===== config.mk =====
export PLATFORM = sky130hd
export DESIGN_NAME = phy_link_status_interrupt_enable_regs
export DESIGN_NICKNAME = d
export VERILOG_FILES = /design/src/shared/phy_regs_pkg.sv /design/src/event_latch.sv /design/src/phy_link_status_interrupt_enable_regs.sv
export SDC_FILE = /design/constraint.sdc
export NUM_CORES = 1
export LEC_CHECK = 0
export ABC_AREA = 1
export BUFFER_PORTS_ARGS = -buffer_cell sky130_fd_sc_hd__buf_2
export CAP_MARGIN = 20
export CORE_MARGIN = 5
export CORE_UTILIZATION = 53
export DETAILED_ROUTE_END_ITERATION = 6
export GPL_TIMING_DRIVEN = 0
export PLACE_DENSITY = 0.83
export SLEW_MARGIN = 15
export SYNTH_ARGS = -nofsm -noshare
export SYNTH_HDL_FRONTEND = slang
export SYNTH_HIERARCHICAL = 1
export SYNTH_SLANG_ARGS = --single-unit

===== constraint.sdc =====
create_clock -name aclk -period 2.3 [get_ports aclk]
set_input_delay 0.23 -clock aclk [delete_from_list [all_inputs] [get_ports aclk]]
set_output_delay 0.23 -clock aclk [all_outputs]
set_load 0.05 [all_outputs]

===== src/shared/phy_regs_pkg.sv =====
// Package: register map, field layout and reset values of the status bank
package phy_regs_pkg;
  // Printed offsets are register indices; byte address is index times four
  localparam logic [7:0]  link_status_index  = 8'h11;
  localparam logic [7:0]  irq_enable_index   = 8'h12;
  localparam logic [7:0]  event_status_index = 8'h13;
  localparam logic [7:0]  irq_control_index  = 8'h20;
  localparam logic [7:0]  event_test_index   = 8'h21;
  localparam logic [9:0]  link_status_addr   = {link_status_index, 2'b00};
  localparam logic [9:0]  irq_enable_addr    = {irq_enable_index, 2'b00};
  localparam logic [9:0]  event_status_addr  = {event_status_index, 2'b00};
  localparam logic [9:0]  irq_control_addr   = {irq_control_index, 2'b00};
  localparam logic [9:0]  event_test_addr    = {event_test_index, 2'b00};
  // Reset values
  localparam logic [15:0] link_status_reset  = 16'h0000;
  localparam logic [15:0] irq_enable_reset   = 16'h0000;
  localparam logic [15:0] event_status_reset = 16'h0000;
  // Control register: bit 0 global enable, bit 13 pin polarity (1 = low)
  localparam int          global_enable_bit  = 0;
  localparam int          polarity_bit       = 13;
  localparam logic [15:0] irq_control_reset  = 16'h2000;
  // Link status field positions
  localparam int          speed_hi_bit       = 15;
  localparam int          speed_lo_bit       = 14;
  localparam int          full_half_bit      = 13;
  localparam int          page_bit           = 12;
  localparam int          resolved_bit       = 11;
  localparam int          link_up_bit        = 10;
  localparam int          cross_cd_bit       = 9;
  localparam int          cross_ab_bit       = 8;
  localparam int          downshift_bit      = 7;
  localparam int          sleep_bit          = 6;
  localparam int          polarity_hi_bit    = 5;
  localparam int          polarity_lo_bit    = 2;
  localparam int          ten_polarity_bit   = 1;
  localparam int          jabber_bit         = 0;
  // Speed codes
  localparam logic [1:0]  speed_10           = 2'b00;
  localparam logic [1:0]  speed_100          = 2'b01;
  localparam logic [1:0]  speed_1000         = 2'b10;
  localparam logic [1:0]  speed_reserved     = 2'b11;
  // AXI responses
  localparam logic [1:0]  resp_okay          = 2'b00;
  localparam logic [1:0]  resp_slverr        = 2'b10;
endpackage


===== src/event_latch.sv =====
// Latched-high event bits, cleared on read or by write-one-to-clear
`timescale 1ns/100ps
module event_latch #(
  parameter int width = 16
) (
  // Clock and reset
  input  wire logic             aclk,
  input  wire logic             aresetn,
  // Event sources and clears
  input  wire logic [width-1:0] set_pulse,
  input  wire logic [width-1:0] clear_mask,
  // Latched state
  output logic      [width-1:0] latched_reg
);
  initial begin
    if (width < 1) $error("event_latch: width must be positive");
  end

  // A set in the clear cycle wins, so no event is lost
  always_ff @(posedge aclk) begin
    if (!aresetn) begin
      latched_reg <= '0;
    end else begin
      latched_reg <= (latched_reg & ~clear_mask) | set_pulse;
    end
  end
endmodule


===== src/phy_link_status_interrupt_enable_regs.sv =====
// Link status register, event enable register and interrupt pin logic
//
// The AXI4-Lite interface to the registers was decided locally.
`timescale 1ns/100ps
// Notes on behaviour
// - Speed field gives resolved rate: 00 ten, 01 hundred, 10 gigabit.
// - Duplex bit is one for full duplex, zero for half.
// - Resolved bit is one when negotiation completed or disabled.
// - Link bit is one while link is up.
// - Downshift bit is one only during negotiation with gigabit masked.
// - Sleep bit is one while the PHY sleeps.
// - Four pair polarity bits D,C,B,A, one means reversed, gigabit only.
// - Ten megabit polarity bit is one when polarity is normal.
// - Jabber bit is one while jabber is present.
// - Status register resets to zero and is read-only.
// - An enabled event raises the interrupt while the global enable bit is set.
// - Sixteen enable bits mirror the event status bits.
// - Enable register resets to zero.
// - Event bits record events since last read, enabled or not.
// - Interrupt pin polarity selectable, active low by default.
module phy_link_status_interrupt_enable_regs #(
  parameter int addr_width = 10
) (
  // Clock and reset
  input  wire logic                  aclk,
  input  wire logic                  aresetn,
  // AXI4-Lite write address
  input  wire logic [addr_width-1:0] s_axi_awaddr,
  input  wire logic                  s_axi_awvalid,
  output logic                       s_axi_awready,
  // AXI4-Lite write data
  input  wire logic [31:0]           s_axi_wdata,
  input  wire logic [3:0]            s_axi_wstrb,
  input  wire logic                  s_axi_wvalid,
  output logic                       s_axi_wready,
  // AXI4-Lite write response
  output logic [1:0]                 s_axi_bresp,
  output logic                       s_axi_bvalid,
  input  wire logic                  s_axi_bready,
  // AXI4-Lite read address
  input  wire logic [addr_width-1:0] s_axi_araddr,
  input  wire logic                  s_axi_arvalid,
  output logic                       s_axi_arready,
  // AXI4-Lite read data
  output logic [31:0]                s_axi_rdata,
  output logic [1:0]                 s_axi_rresp,
  output logic                       s_axi_rvalid,
  input  wire logic                  s_axi_rready,
  // PHY state levels
  input  wire logic [1:0]            speed_code,
  input  wire logic                  full_half_flag,
  input  wire logic                  negotiation_resolved,
  input  wire logic                  negotiation_active,
  input  wire logic                  link_up,
  input  wire logic                  crossover_pairs_cd,
  input  wire logic                  crossover_pairs_ab,
  input  wire logic                  downshift_active,
  input  wire logic                  sleep_state,
  input  wire logic [3:0]            pair_polarity_field,
  input  wire logic                  ten_polarity_normal,
  input  wire logic                  jabber_present,
  // One-cycle event pulses, one per status bit
  input  wire logic [15:0]           event_pulse,
  // Interrupt pin, polarity as programmed
  output logic                       irq_pin
);
  initial begin
    if (addr_width < 10) $error("addr_width must be at least 10");
  end

  ////////////////////////////////////////////////////////////////////////
  // Registers and internal state

  logic [15:0] irq_enable_reg;
  logic [15:0] irq_control_reg;
  logic [15:0] level_reg;
  logic [15:0] events_latched;
  logic [15:0] event_clear;
  logic [15:0] page_set;
  logic [15:0] page_clear;
  logic [15:0] page_latched;
  logic [15:0] live_status;
  logic        wr_fire;
  logic        rd_fire;
  logic        aw_held_reg;
  logic        w_held_reg;
  logic [addr_width-1:0] aw_addr_reg;
  logic [31:0] w_data_reg;
  logic [3:0]  w_strb_reg;
  logic        irq_active;

  // Word address decode, upper bits must be zero
  function automatic logic hit(input logic [addr_width-1:0] a,
                               input logic [9:0] target);
    return a == addr_width'(target);
  endfunction

  // Byte-lane merge for a 16-bit register
  function automatic logic [15:0] merge(input logic [15:0] old,
                                        input logic [31:0] data,
                                        input logic [3:0]  strb);
    return {strb[1] ? data[15:8] : old[15:8],
            strb[0] ? data[7:0] : old[7:0]};
  endfunction

  ////////////////////////////////////////////////////////////////////////
  // Live status sampling

  // Sampled once so the bus sees a stable word
  always_comb begin
    live_status = phy_regs_pkg::link_status_reset;
    live_status[phy_regs_pkg::speed_hi_bit:phy_regs_pkg::speed_lo_bit] =
      speed_code;
    live_status[phy_regs_pkg::full_half_bit] = full_half_flag;
    live_status[phy_regs_pkg::resolved_bit] = negotiation_resolved;
    live_status[phy_regs_pkg::link_up_bit] = link_up;
    live_status[phy_regs_pkg::cross_cd_bit] = crossover_pairs_cd;
    live_status[phy_regs_pkg::cross_ab_bit] = crossover_pairs_ab;
    live_status[phy_regs_pkg::downshift_bit] =
      downshift_active & negotiation_active;
    live_status[phy_regs_pkg::sleep_bit] = sleep_state;
    // Pair polarity only means something on a gigabit link
    if (speed_code == phy_regs_pkg::speed_1000 && link_up) begin
      live_status[phy_regs_pkg::polarity_hi_bit:
                  phy_regs_pkg::polarity_lo_bit] =
        pair_polarity_field;
    end
    live_status[phy_regs_pkg::ten_polarity_bit] =
      ten_polarity_normal;
    live_status[phy_regs_pkg::jabber_bit] = jabber_present;
  end

  // Level fields, read-only, reset to zero
  always_ff @(posedge aclk) begin
    if (!aresetn) begin
      level_reg <= phy_regs_pkg::link_status_reset;
    end else begin
      level_reg <= live_status;
    end
  end

  ////////////////////////////////////////////////////////////////////////
  // Latched-high bits

  assign page_set = {3'b000, event_pulse[phy_regs_pkg::page_bit], 12'h000};
  assign page_clear = (rd_fire && hit(s_axi_araddr,
                       phy_regs_pkg::link_status_addr)) ? 16'hffff : 16'h0000;

  // Page-received flag of the link status word
  event_latch #(.width(16)) page_latch (
    .aclk        (aclk),
    .aresetn     (aresetn),
    .set_pulse   (page_set),
    .clear_mask  (page_clear),
    .latched_reg (page_latched)
  );

  // Event bits clear on read, or by writing ones
  always_comb begin
    event_clear = 16'h0000;
    if (rd_fire && hit(s_axi_araddr, phy_regs_pkg::event_status_addr)) begin
      event_clear = 16'hffff;
    end else if (wr_fire && hit(aw_addr_reg,
                 phy_regs_pkg::event_status_addr)) begin
      event_clear = merge(16'h0000, w_data_reg, w_strb_reg);
    end
  end

  // Latch regardless of enable state
  event_latch #(.width(16)) event_bits (
    .aclk        (aclk),
    .aresetn     (aresetn),
    .set_pulse   (event_pulse),
    .clear_mask  (event_clear),
    .latched_reg (events_latched)
  );

  ////////////////////////////////////////////////////////////////////////
  // Write channel

  assign wr_fire = aw_held_reg && w_held_reg && !s_axi_bvalid;

  // Address and data accepted in either order, one write in flight
  always_ff @(posedge aclk) begin
    if (!aresetn) begin
      aw_held_reg <= 1'b0;
      aw_addr_reg <= '0;
    end else if (s_axi_awvalid && s_axi_awready) begin
      aw_held_reg <= 1'b1;
      aw_addr_reg <= s_axi_awaddr;
    end else if (wr_fire) begin
      aw_held_reg <= 1'b0;
    end
  end

  always_ff @(posedge aclk) begin
    if (!aresetn) begin
      w_held_reg <= 1'b0;
      w_data_reg <= '0;
      w_strb_reg <= '0;
    end else if (s_axi_wvalid && s_axi_wready) begin
      w_held_reg <= 1'b1;
      w_data_reg <= s_axi_wdata;
      w_strb_reg <= s_axi_wstrb;
    end else if (wr_fire) begin
      w_held_reg <= 1'b0;
    end
  end

  // Ready drops once a beat is held, until the response is taken
  always_ff @(posedge aclk) begin
    if (!aresetn) begin
      s_axi_awready <= 1'b0;
      s_axi_wready  <= 1'b0;
    end else begin
      s_axi_awready <= !aw_held_reg && !(s_axi_awvalid && s_axi_awready)
                       && !s_axi_bvalid;
      s_axi_wready  <= !w_held_reg && !(s_axi_wvalid && s_axi_wready)
                       && !s_axi_bvalid;
    end
  end

  // Write response; status register refuses writes with an error
  always_ff @(posedge aclk) begin
    if (!aresetn) begin
      s_axi_bvalid <= 1'b0;
      s_axi_bresp  <= phy_regs_pkg::resp_okay;
    end else if (wr_fire) begin
      s_axi_bvalid <= 1'b1;
      if (hit(aw_addr_reg, phy_regs_pkg::irq_enable_addr) ||
          hit(aw_addr_reg, phy_regs_pkg::event_status_addr) ||
          hit(aw_addr_reg, phy_regs_pkg::irq_control_addr) ||
          hit(aw_addr_reg, phy_regs_pkg::event_test_addr)) begin
        s_axi_bresp <= phy_regs_pkg::resp_okay;
      end else begin
        s_axi_bresp <= phy_regs_pkg::resp_slverr;
      end
    end else if (s_axi_bvalid && s_axi_bready) begin
      s_axi_bvalid <= 1'b0;
    end
  end

  // Enable register, sixteen read-write bits
  always_ff @(posedge aclk) begin
    if (!aresetn) begin
      irq_enable_reg <= phy_regs_pkg::irq_enable_reset;
    end else if (wr_fire && hit(aw_addr_reg,
                 phy_regs_pkg::irq_enable_addr)) begin
      irq_enable_reg <= merge(irq_enable_reg, w_data_reg,
                              w_strb_reg);
    end
  end

  // Global enable and pin polarity
  always_ff @(posedge aclk) begin
    if (!aresetn) begin
      irq_control_reg <= phy_regs_pkg::irq_control_reset;
    end else if (wr_fire && hit(aw_addr_reg,
                 phy_regs_pkg::irq_control_addr)) begin
      irq_control_reg <= merge(irq_control_reg, w_data_reg, w_strb_reg)
                         & 16'h2001;
    end
  end

  ////////////////////////////////////////////////////////////////////////
  // Read channel

  assign rd_fire = s_axi_arvalid && s_axi_arready;

  always_ff @(posedge aclk) begin
    if (!aresetn) begin
      s_axi_arready <= 1'b0;
    end else begin
      s_axi_arready <= !s_axi_rvalid && !rd_fire;
    end
  end

  // Data captured with the read so clear-on-read loses nothing
  always_ff @(posedge aclk) begin
    if (!aresetn) begin
      s_axi_rvalid <= 1'b0;
      s_axi_rdata  <= '0;
      s_axi_rresp  <= phy_regs_pkg::resp_okay;
    end else if (rd_fire) begin
      s_axi_rvalid <= 1'b1;
      s_axi_rresp  <= phy_regs_pkg::resp_okay;
      if (hit(s_axi_araddr, phy_regs_pkg::link_status_addr)) begin
        s_axi_rdata <= {16'h0000, level_reg | page_latched};
      end else if (hit(s_axi_araddr, phy_regs_pkg::irq_enable_addr)) begin
        s_axi_rdata <= {16'h0000, irq_enable_reg};
      end else if (hit(s_axi_araddr, phy_regs_pkg::event_status_addr)) begin
        s_axi_rdata <= {16'h0000, events_latched};
      end else if (hit(s_axi_araddr, phy_regs_pkg::irq_control_addr)) begin
        s_axi_rdata <= {16'h0000, irq_control_reg};
      end else if (hit(s_axi_araddr, phy_regs_pkg::event_test_addr)) begin
        s_axi_rdata <= 32'h0000_0000;
      end else begin
        s_axi_rdata <= 32'h0000_0000;
        s_axi_rresp <= phy_regs_pkg::resp_slverr;
      end
    end else if (s_axi_rvalid && s_axi_rready) begin
      s_axi_rvalid <= 1'b0;
    end
  end

  ////////////////////////////////////////////////////////////////////////
  // Interrupt pin

  // Held while any enabled latched event remains and the global enable bit is set
  assign irq_active = |(events_latched & irq_enable_reg) &&
                      irq_control_reg[phy_regs_pkg::global_enable_bit];

  always_ff @(posedge aclk) begin
    if (!aresetn) begin
      irq_pin <= 1'b1;
    end else begin
      irq_pin <= irq_active ^
                 irq_control_reg[phy_regs_pkg::polarity_bit];
    end
  end
endmodule


# Word-level counts from Yosys, hierarchy flattened
# Cells that the tools add are included.
# totals
regBits	138
in_bits	95
output_inout_bits	42
word_cells	104
# classes
eq_ne	10
n_mux	22
n_bitwise	10
reduce_logical	39
# op_table
operator	count
16-bit two-way mux	6
10-bit by 7-bit equality test with 1-bit output (second input constant)	5
16-bit AND	3
10-bit by 8-bit equality test with 1-bit output (second input constant)	4
16-bit NOT	2
16-bit OR	2
1-bit logical AND	19
8-bit two-way mux	2
16-bit by 13-bit OR with 16-bit output	1
16-bit OR reduction	1
14-bit two-way mux	1
2-bit two-way mux	6
2-bit AND reduction	5
2-bit nonzero test	4
1-bit logical NOT	7
1-bit two-way mux	7
1-bit logical OR	3
2-bit equality test (second input constant)	1
1-bit AND	1
1-bit bitwise XOR	1

# Longest topological paths before layout
# Gate-level depths: netlist of run 1.
# logic_depth
depth_word	8
mapped_depth	12
ltp_nobuf	11

# Cells and area by module
# Netlist of run 1, hierarchy kept.
# by_module_without_submodules
mod	n_inst	cells_each	area_each_um2	seq_area_each_um2
phy_link_status_interrupt_enable_regs	1	608	4209.0	1741.7
event_latch	2	82	633.1	320.3

# Worst setup path after synthesis of run 1
# Ideal clock, no wire load.
# synth_timing
path_kind	reg-to-reg
from	reg s_axi_arready
to	reg page_latch.latched_reg[10]
setup_time_ps	115
t_arrival_ps	1637
required_ps	2185
slack_ps	548
path_stages_with_launch	6
path_buffers	0
synth_period_minus_slack_ps	1752
path_cell_list	dfxtp_1 nand2_1 nor2_1 inv_1 nand2_1 a21oi_2
# synth_via
elab_chain_cells	6
# synth_rtl
item	line_no	text
from (decl)	phy_link_status_interrupt_enable_regs.sv:43	output logic s_axi_arready,
from (signal assigned)	phy_link_status_interrupt_enable_regs.sv:274	s_axi_arready <= !s_axi_rvalid && !rd_fire;
1-bit logical AND	phy_link_status_interrupt_enable_regs.sv:268	assign rd_fire = s_axi_arvalid && s_axi_arready;
1-bit logical AND	phy_link_status_interrupt_enable_regs.sv:146	assign page_clear = (rd_fire && hit(s_axi_araddr,
16-bit two-way mux	phy_link_status_interrupt_enable_regs.sv:147	phy_regs_pkg::link_status_addr)) ? 16'hffff : 16'h0000;
16-bit NOT	event_latch.sv:24	latched_reg <= (latched_reg & ~clear_mask) | set_pulse;
16-bit AND	event_latch.sv:24	
16-bit by 13-bit OR with 16-bit output	event_latch.sv:24	
to (signal assigned)	event_latch.sv:24	
to (decl)	event_latch.sv:13	output logic [width-1:0] latched_reg
# Every way passes these cells.
# A chain may end at the register's enable or synchronous reset.

# Final worst setup path of run 1
# layout_timing
from	in s_axi_araddr[9]
to	reg page_latch.latched_reg[14]
# layout_via
elab_chain_cells	6
# layout_rtl
item	line_no	text
from (decl)	phy_link_status_interrupt_enable_regs.sv:41	input wire logic [addr_width-1:0] s_axi_araddr,
10-bit by 7-bit equality test with 1-bit output	phy_link_status_interrupt_enable_regs.sv:95	return a == addr_width'(target);
1-bit logical AND	phy_link_status_interrupt_enable_regs.sv:146	
16-bit two-way mux	phy_link_status_interrupt_enable_regs.sv:147	
16-bit NOT	event_latch.sv:24	
16-bit AND	event_latch.sv:24	
16-bit by 13-bit OR with 16-bit output	event_latch.sv:24	
# Every way passes these cells.

==> metrics.csv, run 1 <==
metric,value,unit
period_minus_slack,1.87,ns
num_vias,5499,
numCtsBuffers,17,
synth_top_area_share,43.5,%
io_buffers,100,
drt-pass1-iter-count,5,
wl_per_cell,13.0,um
rsz0062_at_grt,no,
nNetsFinal,1077,
fin_hold_ws,0.0187,ns
clkSlewWorstSetupHoldPaths,0.06,ns
stdcell_count,1131,
grt_max_degree,17,
post_drt_via_cell_ratio,4.86,
cts_tree,built,
diodes,0,
yosys_warnings,6,
die_h,112,um
antenna_found_initial,0,
placed_cells,1040,
slew_violations,0,
ctsRootBufferMaster,clkbuf_8,
core_area,0.0102,mm^2
crit_type,primary input to register,
cts.htree.levels,4,
synth_area_per_cell,7.09,um^2
setup_viol,0,
leakagePower,3.59,nW
clock_path_buffers,2,
synth_xor_area_share,0,%
fillCellCount,758,
status,finished clean,
cap_viol_max_count,0,
cp_max_fo,16,
cp.required,2.71,ns
synthFlopType,dfxtp_1,
dp_hpwl,9850,um
gp_congestion,0.882,
grt_pass1_vias,5469,
syn_inst,772,
synth_compound_area_share,13.3,%
critPathArrivalTime,2.28,ns
hold_viol_final,0,
critPathLaunchType,primary input,
route.detailed.drc,0,
clock_sinks,119,
synth_seq_cells,119,
maxSlewHeadroom,27.4,%
ant_nets,0,
insertion_delay,0.52,ns
num_io_pins,137,
yosysSeqAreaShare,43.5,%
areaGrowthSynthToFinish,36.0,%
mostFrequentLayoutCell,nand2_1,
drt_wl_total,14700,um
initial_utilization,53.8,%
max_freq,534,MHz
ys_types,33,
mostFrequentLayoutCells,"187 x nand2_1, 129 x inv_1, 119 x dfxtp_1",
power_density,731,mW/mm^2
synth_top_family_by_area,simple AND/OR/NAND/NOR gates,
synth_mux_area_share,0,%
tightest_slew,1.09,ns
ys_top_cells_by_area,"dfxtp_1 44%, nand2_1 13%, inv_1 8.8%, nor2_1 5.6%, o21ai_0 4.6%",
synth_enable_flop_cells,0,
hold_class,primary input to register,
synthSimpleGateAreaFrac,28.2,%
drive_above_1_share,22.7,%
synth_adder_area_share,0,%
async_flop_share,0,%
cp-end-kind,register,
tns,0,ns
irDropWorstVdd,510,uV
grt_most_used_layer,met2,
met1_usage,28.9,%
grt_usage,24.5,%
syn_area,0.00548,mm^2
drt_iter0_drc,324,
std_cell_rows,37,
fin_skew,0.00721,ns
die_w,112,um
use_met3,6.14,%
dieArea,0.0125,mm^2
overflow,0,
use_met2,42.8,%
post_cts_resized,0,
finalCritPeriodShare,81.4,%
grt_pass1_wl,25000,um
yosysTopAreaCell,dfxtp_1,
## stage by stage
step	total power, W	worst slack [ns]	area (um^2)	utilization, %
after global placement	0.00276	-0.00351	6270	61.5
after detailed placement	0.00277	-0.0369	6270	61.5
final	0.00544	0.427	7440	73.1
after CTS	0.00544	0.474	7440	73.1
after floorplan	0.00262	0.548	5600	-
after global routing	0.00563	0.265	7440	73.1
## cell type report
| class | count | area (um^2) | share of cell area, % |
|---|---|---|---|
| buffer | 45 | 303 | 4.07 |
| clock buffer | 20 | 435 | 5.85 |
| clock inverter | 12 | 153 | 2.05 |
| inverter | 137 | 514 | 6.91 |
| multi-input combinational | 503 | 2400 | 32.2 |
| sequential | 119 | 2380 | 32.0 |
| tap | 136 | 170 | 2.29 |
| timing repair buffer | 159 | 1090 | 14.7 |
## critical path, cell delays in order
cell and delay [ns]:
buf_2 0.11, nor2_4 0.15, nand2_1 0.10, nor2_2 0.11, nand2_1 0.10, clkbuf_1 0.27
nor2_1 0.89, inv_1 0.13, nand2_1 0.11, a21oi_1 0.06
## logic make-up (layout without fill, tap and decap cells)
kind of cell | count (synthesis) | after routing
flip-flops | 119 | 119
AND/OR/NAND/NOR | 347 | 347
AO/OA/AOI/OAI | 123 | 123
other | 1 | 33
buffers and inverters | 182 | 373
## routing by layer
metal,vias up,wire [um]
li1,2750,-
met1,2492,6010
met2,221,7350
met3,36,1030
met4,0,345
met5,-,0
## report_power, final
part	leakage (nW)	total, W	switching (W)	internal [W]
Clock	0.277	0.00262	0.000943	0.00167
Sequential	0.979	0.00223	0.0000701	0.00216
Combinational	2.33	0.000590	0.000346	0.000243
Total	3.59	0.00544	0.00136	0.00408
## synthesized netlist by cell type (2+ instances only)
cell      count
buf_2         4
or2_2         2
nand3_2       2
inv_1       129
nand4_1       7
nand3b_1      2
nor2_2        5
a21oi_1      21
o211ai_1      2
nand3_4       3
o21ai_1      21
nor2_1       82
o21ai_0      50
nand2_1     187
inv_2         7
clkbuf_1     11
nand2_2       7
dfxtp_1     119
o21ai_2       9
buf_4        22
nor2_4        5
buf_6         6
nand3_1      39
nor4_1        2
a21oi_2      20
## repair_timing
| action | CTS | global route |
|---|---|---|
| hold buffers | 59 | 0 |
| endpoints found under the hold margin | 59 | 0 |
| setup buffers | 0 | 0 |
## worst paths after layout
path                        startpoint                                     to  slack (ns)  depth (start not counted)
max reg2reg   s_axi_arready$_SDFF_PN0_  page_latch/latched_reg[14]$_SDFF_PN0_        0.55                          5
min                    s_axi_awaddr[3]            aw_addr_reg[3]$_SDFFE_PN0P_        0.02                          3
max                    s_axi_araddr[9]  page_latch/latched_reg[14]$_SDFF_PN0_        0.43                         10
min reg2reg  s_axi_rvalid$_SDFFE_PN0P_               s_axi_arready$_SDFF_PN0_        0.45                          1
Power figures use the tool's default switching activity.
==> run 2: changes to the inputs <==
--- a/config.mk
+++ b/config.mk
@@ -5,14 +5,14 @@
 export SDC_FILE = /design/constraint.sdc
 export NUM_CORES = 1
 export LEC_CHECK = 0
-export ABC_AREA = 1
+export ABC_AREA = 0
 export BUFFER_PORTS_ARGS = -buffer_cell sky130_fd_sc_hd__buf_2
 export CAP_MARGIN = 20
 export CORE_MARGIN = 5
-export CORE_UTILIZATION = 53
+export CORE_UTILIZATION = 47
 export DETAILED_ROUTE_END_ITERATION = 6
 export GPL_TIMING_DRIVEN = 0
-export PLACE_DENSITY = 0.83
+export PLACE_DENSITY = 0.79
 export SLEW_MARGIN = 15
 export SYNTH_ARGS = -nofsm -noshare
 export SYNTH_HDL_FRONTEND = slang
==> constraint.sdc (replaced) <==
create_clock -name aclk -period 1.65 [get_ports aclk]
set_input_delay 0.165 -clock aclk [delete_from_list [all_inputs] [get_ports aclk]]
set_output_delay 0.165 -clock aclk [all_outputs]
set_load 0.05 [all_outputs]
==> run 2 against run 1 <==
  * The flow now finishes with violations (setup timing)
  * Worst hold slack worse by 0.00087 ns
  * Critical path depth down 3
  * Synthesized cell count down 26%
  * Non-clock buffer count up 14
  * Clock skew up 0.0036 ns
  * Via count down 12%
  * Clock-buffer cell count up 1
  * Combinational power up 32%
  * Critical path type is now register to register
  * Critical endpoint is now event_bits/latched_reg[7]$_SDFF_PN0_
  * Largest cell class unchanged
  * Highest routed layer unchanged
==> metrics.csv, run 2 <==
metric,value,unit
status,finished with violations,
violations,setup timing,
slew_violations,0,
max_freq,544,MHz
synth_enable_flop_cells,0,
top_layer,met4,
areaGrowthSynthToFinish,43.2,%
async_flop_share,0,%
critPathLaunchType,register,
wl_met1,6010,um
synth_mux_area_share,0,%
critPathArrivalTime,2.24,ns
num_vias,4819,
mostFrequentLayoutCell,dfxtp_1,
antenna_found_initial,0,
netSwitchingPower,0.00181,W
tightest_slew,0.508,ns
setup_ws,-0.189,ns
intPower,0.00558,W
nNetsFinal,881,
synthFlopType,dfxtp_1,
drt-pass1-iter-count,5,
leakagePower,3.16,nW
ys_top_cells_by_area,"dfxtp_1 47%, nand2_1 7.4%, a21boi_0 7.1%, o21a_1 4.7%, nor2b_1 4.3%",
drive_above_1_share,24.9,%
mostFrequentLayoutCells,"114 x dfxtp_1, 102 x buf_2, 96 x nand2_1",
synth_compound_area_share,23.5,%
wl_met2,7320,um
drt_iter0_drc,310,
drt_wl_total,14500,um
dieArea,0.0129,mm^2
rrSetupSlack,-0.19,ns
syn_inst,568,
stdcell_count,936,
insertion_delay,0.51,ns
crit_type,register to register,
die_h,114,um
dpl_cell_area,0.00588,mm^2
p_sw_share,24.4,%
synth_seq_cells,119,
synth_common_cells,"119 x dfxtp_1, 100 x nand2_1, 48 x a21boi_0",
irDropWorstVdd,607,uV
synth_xor_area_share,0,%
clkSlewWorstSetupHoldPaths,0.06,ns
grt_max_degree,17,
ant_nets,0,
overflow,0,
clock_path_buffers,2,
synth_top_family_by_area,compound AO/OA/AOI/OAI gates,
synth_top_area_share,47.1,%
io_buffers,100,
seq_power_share,41.7,%
hold_depth,3,
cap_viol_max_count,0,
clock_sinks,119,
numCtsBuffers,17,
std_cell_rows,37,
synthSimpleGateAreaFrac,22.6,%
r2r-start,aw_addr_reg[7]$_SDFFE_PN0P_,
grt_pass1_wl,23900,um
yosysMostFrequentCell,dfxtp_1,
cts.htree.levels,4,
ctsRootBufferMaster,clkbuf_8,
r2r_cells,7,
route.detailed.drc,0,
hold_path_end,s_axi_rresp[1]$_SDFFE_PN0P_,
ys_types,41,
num_io_pins,137,
clock_power_share,47.7,%
yosysTopAreaCell,dfxtp_1,
syn_area,0.00506,mm^2
wl_per_cell,15.5,um
combPwrFrac,10.5,%
dp_hpwl,10200,um
post_drt_via_cell_ratio,5.15,
placed_cells,836,
die_w,114,um
design_area,0.00724,mm^2
hold_class,primary input to register,
period_minus_slack,1.84,ns
fin_skew,0.0108,ns
finalCritPeriodShare,111,%
worstHoldStart,s_axi_araddr[8],
synth_area_per_cell,8.91,um^2
power_density,1020,mW/mm^2
rsz0062_at_grt,yes,
cp.required,2.05,ns
initial_utilization,48.6,%
cts_tree,built,
grt_pass1_vias,5032,
cp-end-kind,register,
maxSlewHeadroom,66.2,%
core_area,0.0104,mm^2
yosysSeqAreaShare,47.1,%
met3_length,922,um
timing.rr.end,event_bits/latched_reg[7]$_SDFF_PN0_,
setup_viol,32,
yosys_warnings,6,
hold_viol_final,0,
gp_congestion,0.833,
cp_max_fo,8,
grt_usage,23.0,%
synth_adder_area_share,0,%
==> run 2: cell count changes in the layout (fill, tap and decap cells not counted), sizes merged, moves of 43 or more <==
cell | previous run | this run
nand2 | 194 | 101
a21boi | 0 | 49
inv | 136 | 2
o21ai | 80 | 27
nand3 | 44 | 1
nor2 | 93 | 27
==> run 2: how the worst max path moves through the flow <==
stage | start | endpoint | slack [ns]
2_1_floorplan | s_axi_bvalid$_SDFFE_PN0P_ | event_bits/latched_reg[0]$_SDFF_PN0_ | -0.19
3_3_place_gp | s_axi_araddr[7] | page_latch/latched_reg[0]$_SDFF_PN0_ | -0.34
3_5_place_dp | s_axi_araddr[7] | page_latch/latched_reg[4]$_SDFF_PN0_ | -0.44
4_1_cts | s_axi_bvalid$_SDFFE_PN0P_ | event_bits/latched_reg[5]$_SDFF_PN0_ | -0.26
5_1_grt | aw_addr_reg[7]$_SDFFE_PN0P_ | event_bits/latched_reg[5]$_SDFF_PN0_ | -0.28
6_report | aw_addr_reg[7]$_SDFFE_PN0P_ | event_bits/latched_reg[7]$_SDFF_PN0_ | -0.19
==> run 2: what timing repair did <==
item | in CTS | in global routing
gates resized for setup | 40 | 18
endpoints found under the hold margin | 62 | 0
hold buffers | 63 | 0
buffers inserted | 4 | 4
setup endpoints to repair | 41 | 66
pin swaps | 19 | 15
==> run 2: layout make-up <==
type | count | area, um^2
Buffer | 47 | 338
Antenna cell | 1 | 2.50
Clock inverter | 11 | 125
Clock buffer | 21 | 449
Fill cell | 771 | 3170
Multi-Input combinational cell | 428 | 2540
Timing Repair Buffer | 171 | 1220
Sequential cell | 119 | 2390
Inverter | 2 | 7.51
Tap cell | 136 | 170
==> run 2: critical path: stages, from the launching register on <==
cell and delay (ns):
dfxtp_2 0.33, nand3b_1 0.17, or4_4 0.53, nor2_4 0.11, and2_4 0.21, a21o_1 0.15
nor2b_1 0.06, o21a_1 0.16
==> run 2: cells by family after synthesis <==
logic type,after synthesis
and+or+nand+nor,225
other,1
AOI/OAI and AO/OA,170
buffers and inverters,53
DFF,119
==> run 2: stage by stage <==
step                TNS (ns)  hold slack [ns]  setup WS (ns)  util [%]  total power (W)
finish                 -3.98           0.0178         -0.189      69.5          0.00739
global route           -7.12           0.0417         -0.285      69.5          0.00763
CTS                    -6.06           0.0124         -0.261      68.9          0.00740
detailed placement    -14.52            0.371         -0.444      56.5          0.00378
global placement      -11.58            0.368         -0.345      56.5          0.00375
floorplan              -3.05            0.287         -0.191         -          0.00356
==> run 2: layer usage <==
layer / vias to the layer above / GRT usage [%]
met2: 159 / 40.4
met1: 2271 / 27.5
met3: 23 / 5.20
li1: 2366 / -
met5: - / 0
met4: 0 / 7.93
==> run 2: power groups by stage <==
stage          registers (W)  clock network [W]  logic, W
3_5_place_dp         0.00314                  0  0.000636
5_1_grt              0.00310            0.00368  0.000848
4_1_cts              0.00308            0.00355  0.000760
3_3_place_gp         0.00313                  0  0.000613
2_1_floorplan        0.00315                  0  0.000409
6_report             0.00308            0.00353  0.000777
==> run 3: changes to the inputs <==
--- a/config.mk
+++ b/config.mk
@@ -9,10 +9,10 @@
 export BUFFER_PORTS_ARGS = -buffer_cell sky130_fd_sc_hd__buf_2
 export CAP_MARGIN = 20
 export CORE_MARGIN = 5
-export CORE_UTILIZATION = 47
+export CORE_UTILIZATION = 56
 export DETAILED_ROUTE_END_ITERATION = 6
 export GPL_TIMING_DRIVEN = 0
-export PLACE_DENSITY = 0.79
+export PLACE_DENSITY = 0.87
 export SLEW_MARGIN = 15
 export SYNTH_ARGS = -nofsm -noshare
 export SYNTH_HDL_FRONTEND = slang
==> constraint.sdc (replaced) <==
create_clock -name aclk -period 2.35 [get_ports aclk]
set_input_delay 0.235 -clock aclk [delete_from_list [all_inputs] [get_ports aclk]]
set_output_delay 0.235 -clock aclk [all_outputs]
set_load 0.05 [all_outputs]
==> run 3 against run 2 <==
  * The flow now finishes without violations
  * Cell count fell by 4.0%
  * Maximum frequency decreased by 12%
  * Sequential share of layout area up 1.0 points
  * Worst setup slack better by 0.46 ns
  * Design area is 3.4% lower
  * Global-route usage is 5.0 points higher
  * Combinational power shrank 31%
  * Clock power decreased by 26%
  * Core utilization up 10 points
  * Critical endpoint is now event_bits/latched_reg[2]$_SDFF_PN0_
  * First-iteration DRC count increased by 14%
  * Die area down 15%
  * Routed wire length is 5.9% higher
==> metrics.csv, run 3 (synthesized netlist as in run 2, its figures left out) <==
metric,value,unit
drive_above_1_share,21.6,%
cts_tree,built,
insertion_delay,0.52,ns
rsz0062_at_grt,no,
ant_nets,0,
cp-end-kind,register,
max_freq,480,MHz
seq_area,0.00238,mm^2
route.detailed.drc,0,
total_power,0.00532,W
dieArea,0.0110,mm^2
grt_usage,28.0,%
crit_top_cell,buf_6,
mostFrequentLayoutCell,dfxtp_1,
num_vias,4945,
setup_ws,0.266,ns
mostFrequentLayoutCells,"119 x dfxtp_1, 104 x buf_2, 100 x nand2_1",
pre_cts_ws,-0.483,ns
core_area,0.00876,mm^2
leakagePower,3.05,nW
crit_path_max_incr_delay,0.50,ns
initial_utilization,57.7,%
numCtsBuffers,17,
irDropWorstVdd,589,uV
grt_pass1_vias,5133,
critPathLaunchType,register,
hold_viol_final,0,
grt_pass1_wl,25000,um
drt-pass1-iter-count,5,
io_buffers,100,
dp_hpwl,9760,um
cap_viol_max_count,0,
hold_class,primary input to register,
post_drt_via_cell_ratio,5.50,
clock_sinks,119,
post_cts_resized,0,
clock_path_buffers,2,
cp_max_fo,10,
wl_per_cell,17.1,um
maxSlewHeadroom,62.0,%
tns,0,ns
finalCritPeriodShare,88.7,%
fillCellCount,534,
multi_input_area,0.00245,mm^2
overflow,0,
cp.required,2.75,ns
grt_max_degree,17,
fin_skew,0.0103,ns
status,finished clean,
crit_type,register to register,
critPathBufInv,2,
power_density,761,mW/mm^2
num_io_pins,137,
cts.htree.levels,4,
period_minus_slack,2.08,ns
setup_viol,0,
drt_wl_total,15400,um
slowest_stage,or4_1,
nNetsFinal,873,
diodes,0,
critPathArrivalTime,2.48,ns
gp_congestion,0.912,
ctsRootBufferMaster,clkbuf_8,
die_w,105,um
areaGrowthSynthToFinish,38.4,%
clkSlewWorstSetupHoldPaths,0.06,ns
crit_family,simple AND/OR/NAND/NOR gates,
tightest_slew,0.567,ns
crit_chain,nand3b_1 -> or4_1 -> buf_6 -> nor2_4 -> and2_4 -> buf_6 -> a21o_1 -> nor2b_1 -> o21a_1,
die_h,105,um
drt_iter0_drc,353,
std_cell_rows,34,
antenna_found_initial,0,
slew_violations,0,
run 3: layer usage:
layer / track usage (%) / share of wire, %
met5: 0 / 0
met3: 7.21 / 7.6
met4: 13.0 / 3.9
met2: 47.7 / 49
met1: 32.8 / 39
run 3: through the flow:
stage	util, %	instance area, um^2	cells	hold WS (ns)
after global placement	66.3	5810	808	0.423
after floorplan	-	5180	600	0.357
after CTS	79.8	6990	898	0.00115
final	79.9	7000	899	0.00321
after global routing	79.9	7000	899	0.0289
after detailed placement	66.3	5810	808	0.438
run 3: what timing repair did:
action,4_1_cts,5_1_grt
endpoints found under the hold margin,58,0
buffers inserted,0,0
hold buffers,58,0
run 3: path summary, 6_finish.rpt:
| check | from | endpoint | slack, ns | cells after the start |
|---|---|---|---|---|
| max | s_axi_bvalid$_SDFFE_PN0P_ | event_bits/latched_reg[2]$_SDFF_PN0_ | 0.27 | 9 |
| min | s_axi_wdata[5] | w_data_reg[5]$_SDFFE_PN0P_ | 0.003 | 3 |
| max reg2reg | s_axi_bvalid$_SDFFE_PN0P_ | event_bits/latched_reg[2]$_SDFF_PN0_ | 0.27 | 9 |
| min reg2reg | s_axi_rvalid$_SDFFE_PN0P_ | s_axi_arready$_SDFF_PN0_ | 0.45 | 1 |
run 3: worst reg2reg max path, cell delays in order (launching register included):
cell      delay (ns)
dfxtp_1         0.35
nand3b_1        0.19
or4_1           0.50
buf_6           0.18
nor2_4          0.11
and2_4          0.14
buf_6           0.12
a21o_1          0.12
nor2b_1         0.05
o21a_1          0.19
run 3: area by class of cell:
class	instances	area share, %
Sequential cell	119	34.0
Buffer	51	4.77
Clock inverter	12	2.16
Clock buffer	20	6.36
Timing Repair Buffer	159	15.6
Tap cell	108	1.93
Multi-Input combinational cell	428	35.1
Inverter	2	0.107
run 3: power breakdown:
part / total [W] / leakage (nW) / internal, W / switching (W)
combinational: 0.000537 / 1.79 / 0.000244 / 0.000293
clock: 0.00262 / 0.279 / 0.00167 / 0.000956
sequential: 0.00217 / 0.977 / 0.00210 / 0.0000618
total: 0.00532 / 3.05 / 0.00401 / 0.00131
